### config.mk
export PLATFORM = sky130hd
export DESIGN_NAME = vrl_lane_ctrl
export DESIGN_NICKNAME = d
export VERILOG_FILES = /design/src/rtl/vrl_pkg.sv /design/src/rtl/vrl_lane_ctrl.sv
export SDC_FILE = /design/constraint.sdc
export NUM_CORES = 1
export LEC_CHECK = 0
export BUFFER_PORTS_ARGS = -buffer_cell sky130_fd_sc_hd__buf_2
export CORE_ASPECT_RATIO = 1.1
export CORE_MARGIN = 2
export CORE_UTILIZATION = 40
export CTS_BUF_LIST = sky130_fd_sc_hd__clkbuf_8
export CTS_CLUSTER_DIAMETER = 120
export DETAILED_ROUTE_END_ITERATION = 10
export GPL_ROUTABILITY_DRIVEN = 0
export PLACE_DENSITY = 0.69
export SYNTH_ARGS = -nofsm -noshare
export SYNTH_HDL_FRONTEND = slang
export SYNTH_SLANG_ARGS = --single-unit
### constraint.sdc
create_clock -name i_clk -period 10.1 [get_ports i_clk]
set_input_delay 2.02 -clock i_clk [delete_from_list [all_inputs] [get_ports i_clk]]
set_output_delay 2.02 -clock i_clk [all_outputs]
set_load 0.1 [all_outputs]
### src/rtl/vrl_pkg.sv
// Constants, field positions and state codes for the video retimer lane control block.
// Assumes one 10 MHz system clock; pins arrive asynchronous and are synchronised in the top.
//
// Functional notes
// [RL1] Below the 1.0 Gbps rate run as redriver, above it as retimer.
// [RL2] Power down on hot-plug low, power-down config bit 3, or enable low.
// [RL3] Enable low clears every host-programmed setting; host must reprogram afterwards.
// [RL4] After re-enable or hot-plug return, quarter-forty clock waits for a flag write.
// [RL5] No read on the data channel clears the clock ratio flag.
// [RL6] With detection on, no input clock means standby; otherwise receiver stays powered.
// [RL7] Data channel runs 100 Kbps by default, 400 kbps when software selects.
// [RL8] With host configuration on, two address straps pick one of four addresses.
// [RL9] Equalizer from strap or host; adaptive allowed only in retimer operation.
// [RL10] Unconnected termination select picks termination from detected rate, wide above 2 Gbps; the code picks narrow above 3.4 Gbps.
// [RL11] Swap routes clock lane to data lane 2, lane 2 to clock, exchanges 1/0.
// [RL12] Swap on when swap strap low or config bit 7 set, in both operations.
// [RL13] Equalizer settings follow the swapped input pins; output assignment unchanged.
// [RL14] Polarity inversion from strap high or host bit, only in retimer operation.
// [RL15] Dropping to redriver on low rate removes any active polarity inversion.
// [RL16] Lane swap and polarity inversion may be active together in retimer operation.
// [RL17] Enable low: control inputs ignored, link inputs and outputs high impedance; equalizer and termination straps still set o_eq_mode and o_term_sel.
// [RL18] Controller holds enable low 100 us before asserting, after supply is valid.
// [RL19] Enable kept low until both rails stable removes any rail ordering need.
// [RL20] Per data lane approximate error count readable by host.
// [RL21] On request drive pseudo-random data outputs; needs input clock; eye data per lane.
// [RL22] Equalizer strap high gives 14 dB, low 7.5 dB, floating adaptive.
// [RL23] Signal detection off after reset; enabled by strap or host bit.
// [RL24] Leave power-down only with hot-plug high, power-down bit 0, enable high.

package vrl_pkg;

	localparam int CLK_HZ          = 10_000_000;
	// Missing-clock timeout before the input is judged absent
	localparam int SIG_TIMEOUT_NS  = 3200;
	localparam int SIG_TIMEOUT_CYC = (SIG_TIMEOUT_NS * (CLK_HZ / 1_000_000)) / 1000;

	// Link clock period thresholds in system clocks (rate scaled for the sampled model)
	localparam logic [7:0] RETIMER_PER_MAX     = 8'h0a; // 1.0 Gbps
	localparam logic [7:0] TERM_WIDE_PER_MAX   = 8'h05; // 2 Gbps
	localparam logic [7:0] TERM_NARROW_PER_MAX = 8'h03; // 3.4 Gbps
	localparam logic [7:0] PER_SAT             = 8'hff;

	// Host configuration word bit positions
	localparam logic [7:0] CFG_RST        = 8'h00;
	localparam int         CFG_POL        = 0;
	localparam int         CFG_SIGDET     = 1;
	localparam int         CFG_DDC_FAST   = 2;
	localparam int         CFG_PD         = 3;
	localparam int         CFG_EQ_HOST    = 4;
	localparam int         CFG_EQ_ADAPT   = 5;
	localparam int         CFG_PRBS       = 6;
	localparam int         CFG_SWAP       = 7;

	// Synchroniser vector layout
	localparam int         SY_EN          = 0;
	localparam int         SY_HPD         = 1;
	localparam int         SY_SWAP        = 2;
	localparam int         SY_SIGDET      = 3;
	localparam int         SY_HOSTCFG     = 4;
	localparam int         SY_LCLK        = 5;
	localparam int         SY_EQ          = 6;
	localparam int         SY_TERM        = 8;
	localparam int         SY_ADDR        = 10;
	localparam int         SY_W           = 12;
	localparam logic [11:0] SY_RST        = 12'h000;

	// Three-level strap codes
	localparam logic [1:0] STRAP_LOW      = 2'h0;
	localparam logic [1:0] STRAP_HIGH     = 2'h1;
	localparam logic [1:0] STRAP_FLOAT    = 2'h2;

	// Equalizer modes
	localparam logic [1:0] EQ_FIXED_7P5DB = 2'h0;
	localparam logic [1:0] EQ_FIXED_14DB  = 2'h1;
	localparam logic [1:0] EQ_ADAPTIVE    = 2'h2;
	localparam logic [1:0] EQ_HOST_FIXED  = 2'h3;

	// Output termination
	localparam logic [1:0] TERM_NONE      = 2'h0;
	localparam logic [1:0] TERM_WIDE      = 2'h1;
	localparam logic [1:0] TERM_NARROW    = 2'h2;

	// Source input lane per output lane {clk, d2, d1, d0}; 0=d0 1=d1 2=d2 3=clk
	localparam logic [7:0] MAP_NORMAL     = 8'he4;
	localparam logic [7:0] MAP_SWAP       = 8'hb1;

	localparam logic [7:0] ERR_SAT        = 8'hff;
	localparam logic [6:0] PRBS_SEED      = 7'h7f;

	typedef enum logic [3:0] {
		ST_OFF     = 4'b0001,
		ST_DOWN    = 4'b0010,
		ST_STANDBY = 4'b0100,
		ST_ACTIVE  = 4'b1000
	} vrl_state_t;

endpackage

### src/rtl/vrl_lane_ctrl.sv
// Control logic of a four-lane video retimer: power states, mode crossover, lane routing,
// equalizer and termination choice, clock ratio flag, error counters and test pattern.
// Assumes strap and link pins are asynchronous; host config ports are on i_clk.
`timescale 1ns/10ps

module vrl_lane_ctrl
	import vrl_pkg::*;
(
	// Clock, reset, enable
	input  wire logic               i_clk,
	input  wire logic               i_rst,
	input  wire logic               i_ce,
	// Pins and straps (asynchronous)
	input  wire logic               i_dev_enable,
	input  wire logic               i_hpd,
	input  wire logic               i_swap_polarity_strap,
	input  wire logic               i_signal_detect_enable,
	input  wire logic               i_host_cfg_en,
	input  wire logic               i_link_clk,
	input  wire logic [1:0]         i_equalizer_select_strap,
	input  wire logic [1:0]         i_output_termination_select,
	input  wire logic [1:0]         i_bus_address_straps,
	// Host configuration (synchronous)
	input  wire logic               i_cfg_we,
	input  wire logic [7:0]         i_cfg_wdata,
	input  wire logic               i_ratio_set,
	input  wire logic               i_ratio_clr,
	input  wire logic [2:0]         i_lane_err,
	input  wire logic               i_err_clr,
	// Status and control outputs
	output logic [3:0]              o_state,
	output logic                    o_link_oe_n,
	output logic                    o_power_down,
	output logic                    o_standby,
	output logic                    o_retimer,
	output logic [1:0]              o_term_sel,
	output logic [1:0]              o_eq_mode,
	output logic [7:0]              o_lane_src,
	output logic                    o_pol_inv,
	output logic                    o_ddc_fast,
	output logic [1:0]              o_bus_addr,
	output logic                    o_ratio_flag,
	output logic                    o_clk_div40,
	output logic [23:0]             o_err_cnt,
	output logic                    o_prbs_active,
	output logic [2:0]              o_prbs_data
);
	import vrl_pkg::*;

	////////////////////////////////////////////////////////////////////////////////
	// Synchronisers

	logic [SY_W-1:0] sy_meta;
	logic [SY_W-1:0] sy;
	logic            lclk_d;
	wire  [SY_W-1:0] sy_in = {i_bus_address_straps, i_output_termination_select,
	                          i_equalizer_select_strap, i_link_clk, i_host_cfg_en,
	                          i_signal_detect_enable, i_swap_polarity_strap, i_hpd, i_dev_enable};

	always_ff @(posedge i_clk or posedge i_rst) begin
		if (i_rst) begin
			sy_meta <= SY_RST;
			sy      <= SY_RST;
			lclk_d  <= 1'b0;
		end else if (i_ce) begin
			sy_meta <= sy_in;
			sy      <= sy_meta;
			lclk_d  <= sy[SY_LCLK];
		end
	end

	wire       en_s      = sy[SY_EN];
	wire       hpd_s     = sy[SY_HPD];
	wire       lclk_rise = sy[SY_LCLK] & ~lclk_d;
	wire [1:0] eq_strap  = sy[SY_EQ+1:SY_EQ];
	wire [1:0] tm_strap  = sy[SY_TERM+1:SY_TERM];

	////////////////////////////////////////////////////////////////////////////////
	// Rate detect from link clock period

	logic [7:0] per_cnt;
	logic [7:0] period;
	logic       clk_valid;

	always_ff @(posedge i_clk or posedge i_rst) begin
		if (i_rst) begin
			per_cnt   <= 8'h00;
			period    <= PER_SAT;
			clk_valid <= 1'b0;
		end else if (i_ce) begin
			if (lclk_rise) begin
				per_cnt   <= 8'h01;
				period    <= per_cnt;
				clk_valid <= 1'b1;
			end else begin
				if (per_cnt != PER_SAT)
					per_cnt <= per_cnt + 8'h01;
				if (per_cnt >= 8'(SIG_TIMEOUT_CYC))
					clk_valid <= 1'b0;
			end
		end
	end

	// Shorter period means higher rate; no clock counts as low rate
	wire retimer_w = clk_valid && (period <= RETIMER_PER_MAX);                  // RL1

	////////////////////////////////////////////////////////////////////////////////
	// Host configuration, wiped while disabled

	logic [7:0] cfg;
	logic [1:0] bus_addr;
	vrl_state_t state;
	vrl_state_t next_state;

	always_ff @(posedge i_clk or posedge i_rst) begin
		if (i_rst) begin
			cfg      <= CFG_RST;
			bus_addr <= 2'h0;
		end else if (i_ce) begin
			if (!en_s)
				cfg <= CFG_RST;                                                 // RL3
			else if (i_cfg_we && sy[SY_HOSTCFG])
				cfg <= i_cfg_wdata;
			// Address straps are only trusted as the device comes out of disable
			if (en_s && (state == ST_OFF))
				bus_addr <= sy[SY_ADDR+1:SY_ADDR];                              // RL8
		end
	end

	////////////////////////////////////////////////////////////////////////////////
	// Power state machine

	wire pd_req      = !hpd_s || cfg[CFG_PD];                                    // RL2
	wire sigdet_on   = sy[SY_SIGDET] || cfg[CFG_SIGDET];                         // RL23
	wire standby_req = sigdet_on && !clk_valid;                                  // RL6

	always_comb begin
		next_state = state;
		unique case (state)
			ST_OFF:     next_state = ST_DOWN;
			ST_DOWN:    if (!pd_req) begin                                      // RL24
				next_state = standby_req ? ST_STANDBY : ST_ACTIVE;
			end
			ST_STANDBY: if (pd_req) begin
				next_state = ST_DOWN;
			end else if (!standby_req) begin
				next_state = ST_ACTIVE;
			end
			ST_ACTIVE:  if (pd_req) begin
				next_state = ST_DOWN;
			end else if (standby_req) begin
				next_state = ST_STANDBY;
			end
			default:    next_state = ST_OFF;
		endcase
		if (!en_s)
			next_state = ST_OFF;                                                // RL2
	end

	always_ff @(posedge i_clk or posedge i_rst) begin
		if (i_rst)
			state <= ST_OFF;
		else if (i_ce)
			state <= next_state;
	end

	////////////////////////////////////////////////////////////////////////////////
	// Clock ratio flag

	logic ratio;
	wire  live        = (state != ST_OFF);
	// Only power transitions and an explicit write clear it; reads have no path here
	wire  ratio_clear = (state == ST_OFF) || (state == ST_DOWN) || i_ratio_clr;  // RL4 RL5
	// A set in the same cycle as a clear wins, except in ST_OFF where sets are ignored
	wire  next_ratio  = (i_ratio_set && live) ? 1'b1 : (ratio_clear ? 1'b0 : ratio);

	always_ff @(posedge i_clk or posedge i_rst) begin
		if (i_rst)
			ratio <= 1'b0;
		else if (i_ce)
			ratio <= next_ratio;
	end

	////////////////////////////////////////////////////////////////////////////////
	// Lane routing, polarity, equalizer, termination

	wire swap_on = !sy[SY_SWAP] || cfg[CFG_SWAP];                                // RL12
	// Polarity shares the strap with swap; both may act together in retimer operation
	wire pol_req = sy[SY_SWAP] || cfg[CFG_POL];
	wire next_pol = live && retimer_w && pol_req;                                // RL14 RL15 RL16
	// Routing selects input pins; the equalizer of each input pin moves with it
	wire [7:0] next_src = (live && swap_on) ? MAP_SWAP : MAP_NORMAL;             // RL11 RL13

	logic [1:0] eq_raw;
	logic [1:0] next_eq;
	logic [1:0] next_term;

	always_comb begin
		if (sy[SY_HOSTCFG] && cfg[CFG_EQ_HOST])
			eq_raw = cfg[CFG_EQ_ADAPT] ? EQ_ADAPTIVE : EQ_HOST_FIXED;
		else if (eq_strap == STRAP_HIGH)
			eq_raw = EQ_FIXED_14DB;                                             // RL22
		else if (eq_strap == STRAP_LOW)
			eq_raw = EQ_FIXED_7P5DB;
		else
			eq_raw = EQ_ADAPTIVE;
		// Adaptive needs the recovered clock, so redriver falls back to fixed gain
		next_eq = (eq_raw == EQ_ADAPTIVE && !retimer_w) ? EQ_FIXED_14DB : eq_raw; // RL9
	end

	always_comb begin
		if (tm_strap == STRAP_HIGH)
			next_term = TERM_NONE;
		else if (tm_strap == STRAP_LOW)
			next_term = TERM_NARROW;
		else if (!clk_valid)
			next_term = TERM_NONE;                                              // RL10
		else if (period <= TERM_NARROW_PER_MAX)
			next_term = TERM_NARROW;
		else if (period <= TERM_WIDE_PER_MAX)
			next_term = TERM_WIDE;
		else
			next_term = TERM_NONE;
	end

	////////////////////////////////////////////////////////////////////////////////
	// Error counters and pattern generator per data lane

	wire prbs_on = cfg[CFG_PRBS] && (state == ST_ACTIVE) && clk_valid;           // RL21

	genvar g;
	generate
		for (g = 0; g < 3; g++) begin : g_lane
			logic [7:0] err;
			logic [6:0] lfsr;
			always_ff @(posedge i_clk or posedge i_rst) begin
				if (i_rst) begin
					err  <= 8'h00;
					lfsr <= PRBS_SEED;
				end else if (i_ce) begin
					if (!en_s || i_err_clr)
						err <= 8'h00;
					else if (i_lane_err[g] && (state == ST_ACTIVE) && err != ERR_SAT)
						err <= err + 8'h01;                                      // RL20
					// Pattern steps on the input clock, so no clock means no pattern
					if (!prbs_on)
						lfsr <= PRBS_SEED ^ 7'(g);
					else if (lclk_rise)
						lfsr <= {lfsr[5:0], lfsr[6] ^ lfsr[5]};                  // RL21
				end
			end
			assign o_err_cnt[8*g+7:8*g] = err;
			always_ff @(posedge i_clk or posedge i_rst) begin
				if (i_rst)
					o_prbs_data[g] <= 1'b0;
				else if (i_ce)
					o_prbs_data[g] <= prbs_on & lfsr[6];
			end
		end
	endgenerate

	////////////////////////////////////////////////////////////////////////////////
	// Registered outputs

	always_ff @(posedge i_clk or posedge i_rst) begin
		if (i_rst) begin
			o_state       <= ST_OFF;
			o_link_oe_n   <= 1'b1;
			o_power_down  <= 1'b1;
			o_standby     <= 1'b0;
			o_retimer     <= 1'b0;
			o_term_sel    <= TERM_NONE;
			o_eq_mode     <= EQ_FIXED_7P5DB;
			o_lane_src    <= MAP_NORMAL;
			o_pol_inv     <= 1'b0;
			o_ddc_fast    <= 1'b0;
			o_bus_addr    <= 2'h0;
			o_ratio_flag  <= 1'b0;
			o_clk_div40   <= 1'b0;
			o_prbs_active <= 1'b0;
		end else if (i_ce) begin
			o_state       <= state;
			o_link_oe_n   <= (state != ST_ACTIVE);                                // RL17
			o_power_down  <= (state == ST_OFF) || (state == ST_DOWN);
			o_standby     <= (state == ST_STANDBY);
			o_retimer     <= retimer_w;
			o_term_sel    <= next_term;
			o_eq_mode     <= next_eq;
			o_lane_src    <= next_src;
			o_pol_inv     <= next_pol;
			o_ddc_fast    <= cfg[CFG_DDC_FAST];                                  // RL7
			o_bus_addr    <= bus_addr;
			o_ratio_flag  <= ratio;
			o_clk_div40   <= ratio && (state == ST_ACTIVE) && retimer_w;          // RL4
			o_prbs_active <= prbs_on;
		end
	end
endmodule

Word level (Yosys, flattened, before mapping)
Cells that the tools add are included.
{ "totals": {"register_bits": 132, "latchBits": 0, "ram_bits": 0, "mem_bits_ro": 0, "input_bits": 30, "mem_count": 0} }
{ "op_classes": {"add_sub_neg": 4, "multipliers": 0, "div": 0, "n_lt_le_gt_ge": 4, "eq_ne": 18, "shifts": 0, "muxes": 39, "bitwise": 8, "reduce_logical": 51} }
{ "op_table": {"columns": ["cell", "count"], "rows": [
  ["$mux 8", 10],
  ["$mux 7", 7],
  ["$add 8x1->8 const B", 4],
  ["$ne 8x8->1 const B", 4],
  ["$mux 4", 7],
  ["$logic_and 1x1->1", 20],
  ["$reduce_and 2->1", 10],
  ["$mux 2", 8],
  ["$pmux 4 s4", 1],
  ["$ne 4x4->1 const B", 3],
  ["$reduce_bool 2->1", 6],
  ["$ge 8x6->1 const B", 1],
  ["$le 8x2->1 const B", 1],
  ["$le 8x3->1 const B", 1],
  ["$le 8x4->1 const B", 1],
  ["$logic_or 1x1->1", 7],
  ["$mux 1", 6],
  ["$logic_not 1->1", 5],
  ["$and 1x1->1", 4],
  ["$eq 2x1->1 const B", 2],
  ["$eq 4x1->1 const B", 1],
  ["$eq 4x2->1 const B", 1],
  ["$eq 4x3->1 const B", 1],
  ["$eq 4x4->1 const B", 1],
  ["other kinds (9)", 12]
]} }

Depth between registers and ports, before layout
{ "logic_depth": {"depth_word": 7, "ltp_mapped": 7, "mapped_depth_nobuf": 5} }

Worst setup path before layout
OpenSTA, ideal clock, no wires.
{ "synth_path": {"path_type": "register to output", "startpoint": "register o_lane_src[4]", "endpoint": "output port o_lane_src[4]", "arrival_time_ns": 1.340, "required_ns": 8.080, "setup_slack_ns": 6.740, "stages_incl_launch_ff": 2, "path_cell_list": "dfrtp_1 -> buf_4"} }
{ "synth_rtl": {"columns": ["element", "line", "rtl"], "rows": [
  ["from (decl)", "vrl_lane_ctrl.sv:38", "output logic [7:0] o_lane_src,"],
  ["from (signal assigned)", "vrl_lane_ctrl.sv:289", "o_lane_src <= next_src;"]
]} }
No word-level cell between the ends.

Worst setup path after layout
{ "layout_path": {"startpoint": "input port i_ce", "endpoint": "register g_lane[2].lfsr[3]"} }
{ "layout_between": {"elab_chain_len": 1} }
{ "layout_lines": {"columns": ["element", "line", "rtl"], "rows": [
  ["from (decl)", "vrl_lane_ctrl.sv:12", "input wire logic i_ce,"],
  ["$reduce_and 2->1 (no source line)", null, null],
  ["to (signal assigned)", "vrl_lane_ctrl.sv:247", "lfsr <= PRBS_SEED ^ 7'(g);"],
  ["to (signal assigned)", "vrl_lane_ctrl.sv:249", "lfsr <= {lfsr[5:0], lfsr[6] ^ lfsr[5]};"],
  ["to (decl)", "vrl_lane_ctrl.sv:235", "logic [6:0] lfsr;"]
]} }
No other way between the ends.
A chain may end at the register's enable or synchronous reset.

==> impl_metrics.py <==
metrics = {
    "logic_synthesis": {
        "syn_inst": 503,
        "syn_area_um2": 5700,
        "ys_types": 57,
        "netlist.area_leader.share_pct": 40.4,
        "yosys_warnings": 0,
        "synth_edf_count": 0,
        "synth-seq-cells": 126,
        "avgSynthCellArea_um2": 11.3,
        "synthFlopType": "dfrtp_1",
        "synth_area_leaders": "dfrtp_1, dfstp_2, mux2_2, nand2_1, o21ai_0",
        "synth.largest_area_cell": "dfrtp_1",
        "ys_async_sr_fraction_pct": 100,
        "synth_seq_area_share_pct": 56.1,
    },
    "route": {
        "drt_iter0_markers": 245,
        "drc": 0,
        "totalWireLength_mm": 11.8,
        "dr_total_vias": 4128,
        "vias_per_cell": 5.30,
        "final_antenna_net_count": 0,
        "firstDrtPassIters": 5,
        "avgRoutedWirePerCell_um": 15.2,
    },
    "critical_path": {
        "slowest_stage": "nor2_1",
        "path_class": "input port to flip-flop",
        "crit_chain": "buf_2 -> buf_4 -> clkinv_1 -> nor2_1 -> nand2b_1 -> o22a_1",
        "cp.arrival_ns": 5.35,
        "critical_path.endpoint_type": "flip-flop",
        "cpPeakStageDelay_ns": 0.92,
        "cp_max_fo": 70,
        "cp.required_ns": 10.46,
        "worstSetupStartpointType": "input port",
    },
    "floorplanning": {
        "start_util_pct": 41.1,
        "core-area_um2": 13900,
        "die_y_um": 129,
        "io_pins": 84,
        "die-area_um2": 15200,
        "rows": 45,
        "die_w_um": 118,
    },
    "placed_design": {
        "dpl.hpwl_mm": 8.10,
        "place_area_um2": 6210,
        "io_buffers": 79,
        "place_worst_setup_slack_ns": 4.70,
        "place_inst": 747,
    },
    "clock_tree": {
        "cts_buffer_depth": 2,
        "htreeDepth": 4,
        "cts_setup_buffers": 0,
        "cts_sinks": 126,
        "cts_tree": "done",
        "clkLatencyLatePin_ns": 0.44,
        "cts_resized": 0,
        "numCtsBuffers": 17,
        "root_buffer": "clkbuf_8",
        "ctsHoldBuffers": 0,
        "path_clk_slew_ns": 0.07,
    },
    "timing": {
        "rsz0062_at_grt": "no",
        "slew_headroom_pct": 12.2,
        "fin_crit_sh_pct": 49.4,
        "fmax_mhz": 200,
        "worst_pin_slew_ns": 1.31,
        "skew_ns": 0.0130,
        "tns_ns": 0,
        "post-route-min-period_ns": 4.99,
        "setup_viol": 0,
        "holdWs_ns": 0.463,
        "hold_viol": 0,
        "maxSlewViolCount": 0,
        "setup_ws_ns": 5.11,
    },
    "final_layout": {
        "areaGrowthSynthToFinish_pct": 14.9,
        "final_common_cell": "dfrtp_1",
        "fin_cells": 779,
        "fin_area_um2": 6540,
        "fill_cells": 1310,
        "num_antenna_cells": 0,
        "layout-drive-gt1-share_pct": 32.7,
        "finish.net_count": 613,
        "final_cell_mix": "dfrtp_1, buf_2, nand2_1, mux2_2, dfstp_2",
    },
    "power_and_ir_drop": {
        "max-vdd-ir-drop_v": 0.000238,
        "p_per_area_nw_per_um2": 213,
        "p_leak_uw": 0.00286,
    },
    "job": {
        "maxCapViolations": 0,
    },
    "grt": {
        "grt_max_degree": 72,
        "overflow": 0,
        "grt_pass1_wl_mm": 19.6,
        "antenna_found_initial": 0,
        "grt_pass1_vias": 3971,
        "grt_use_total_pct": 16.2,
    },
    "worst_hold_path": {
        "hold_class": "flip-flop to flip-flop",
    },
    "status": {
        "status": "complete, no violations",
    },
}
stage by stage:
stage          total power, uW  util, %
3_5_place_dp              1040     44.8
3_3_place_gp              1030     44.8
6_report                  1400     47.2
5_1_grt                   1460     47.2
4_1_cts                   1410     47.2
2_1_floorplan              968        -
power breakdown:
part | total [uW] | internal [uW] | switching, uW | leakage, uW
logic | 391 | 90.0 | 301 | 0.00114
clock network | 371 | 178 | 193 | 0.000175
registers | 635 | 581 | 54.8 | 0.00155
total | 1400 | 848 | 549 | 0.00286
Yosys cell counts (6+ instances only):
master    number
or3_1         15
nand2_1       55
or4_1          6
clkbuf_1      10
a22o_1        14
dfrtp_1       92
nand4_1        8
dfstp_2       34
buf_4          7
nand3_1       15
o21ai_0       30
o22a_1        16
nor2_1        14
buf_2          6
nand2b_1      10
a21oi_1       26
o31ai_1        6
mux2_2        37
inv_1         18
path summary, 6_finish.rpt:
path / startpoint / to / slack [ns] / cells past startpoint
worst max-delay path: i_ce / g_lane[2].lfsr[3]$_DFFE_PP1P_ / 5.11 / 6
worst max register to register: state[1]$_DFFE_PP0P_ / g_lane[0].err[7]$_DFFE_PP0P_ / 7.55 / 5
min in group asynchronous: i_rst / o_eq_mode[0]$_DFFE_PP0P_ / 1.68 / 2
max in group asynchronous: i_rst / sy_meta[8]$_DFFE_PP0P_ / 7.09 / 3
worst min register to register: period[7]$_DFFE_PP1P_ / period[7]$_DFFE_PP1P_ / 0.46 / 2
worst min-delay path: period[7]$_DFFE_PP1P_ / period[7]$_DFFE_PP1P_ / 0.46 / 2
layout make-up:
cell class | instances | area (um2) | share of cell area [%]
clock buffer | 19 | 262 | 4.00
clock inverter | 13 | 76.3 | 1.17
inverter | 19 | 73.8 | 1.13
multi-input combinational | 332 | 2280 | 34.9
sequential | 126 | 3200 | 48.8
tap | 188 | 235 | 3.59
timing repair buffer | 82 | 418 | 6.39
state kept, by name, summed over array words and instances (netlist names), 2 cells and up:
signal	cells
bus_addr	2
cfg	8
g_lane.err	24
g_lane.lfsr	21
o_bus_addr	2
o_eq_mode	2
o_lane_src	2
o_prbs_data	3
o_state	4
o_term_sel	2
per_cnt	8
period	8
state	4
sy	12
sy_meta	12
kinds of logic (layout without fill, tap and decap cells):
logic type               after synthesis  count (layout)  share of synthesized area, %
multiplexers                          41              41                          8.02
other                                  2               4                         0.132
XOR/XNOR                               7               7                          1.08
AO/OA/AOI/OAI                        127             127                          15.8
buffers and inverters                 47             133                          3.95
AND/OR/NAND/NOR                      148             148                          13.8
adder cells (fa/ha/maj)                5               5                          1.10
flip-flops                           126             126                          56.1
per-layer routing:
metal	GRT usage, %	share of wire, %
met1	21.7	47
met2	25.1	47
met3	4.36	4.8
met4	6.80	1.5
met5	0	0
worst max-delay path: cells and delay by family:
kind / cells / cell delay, ns
and+or+nand+nor: 2 / 1.49
buffers and inverters: 3 / 1.41
AOI/OAI and AO/OA: 1 / 0.33
Power figures use the tool's default switching activity.
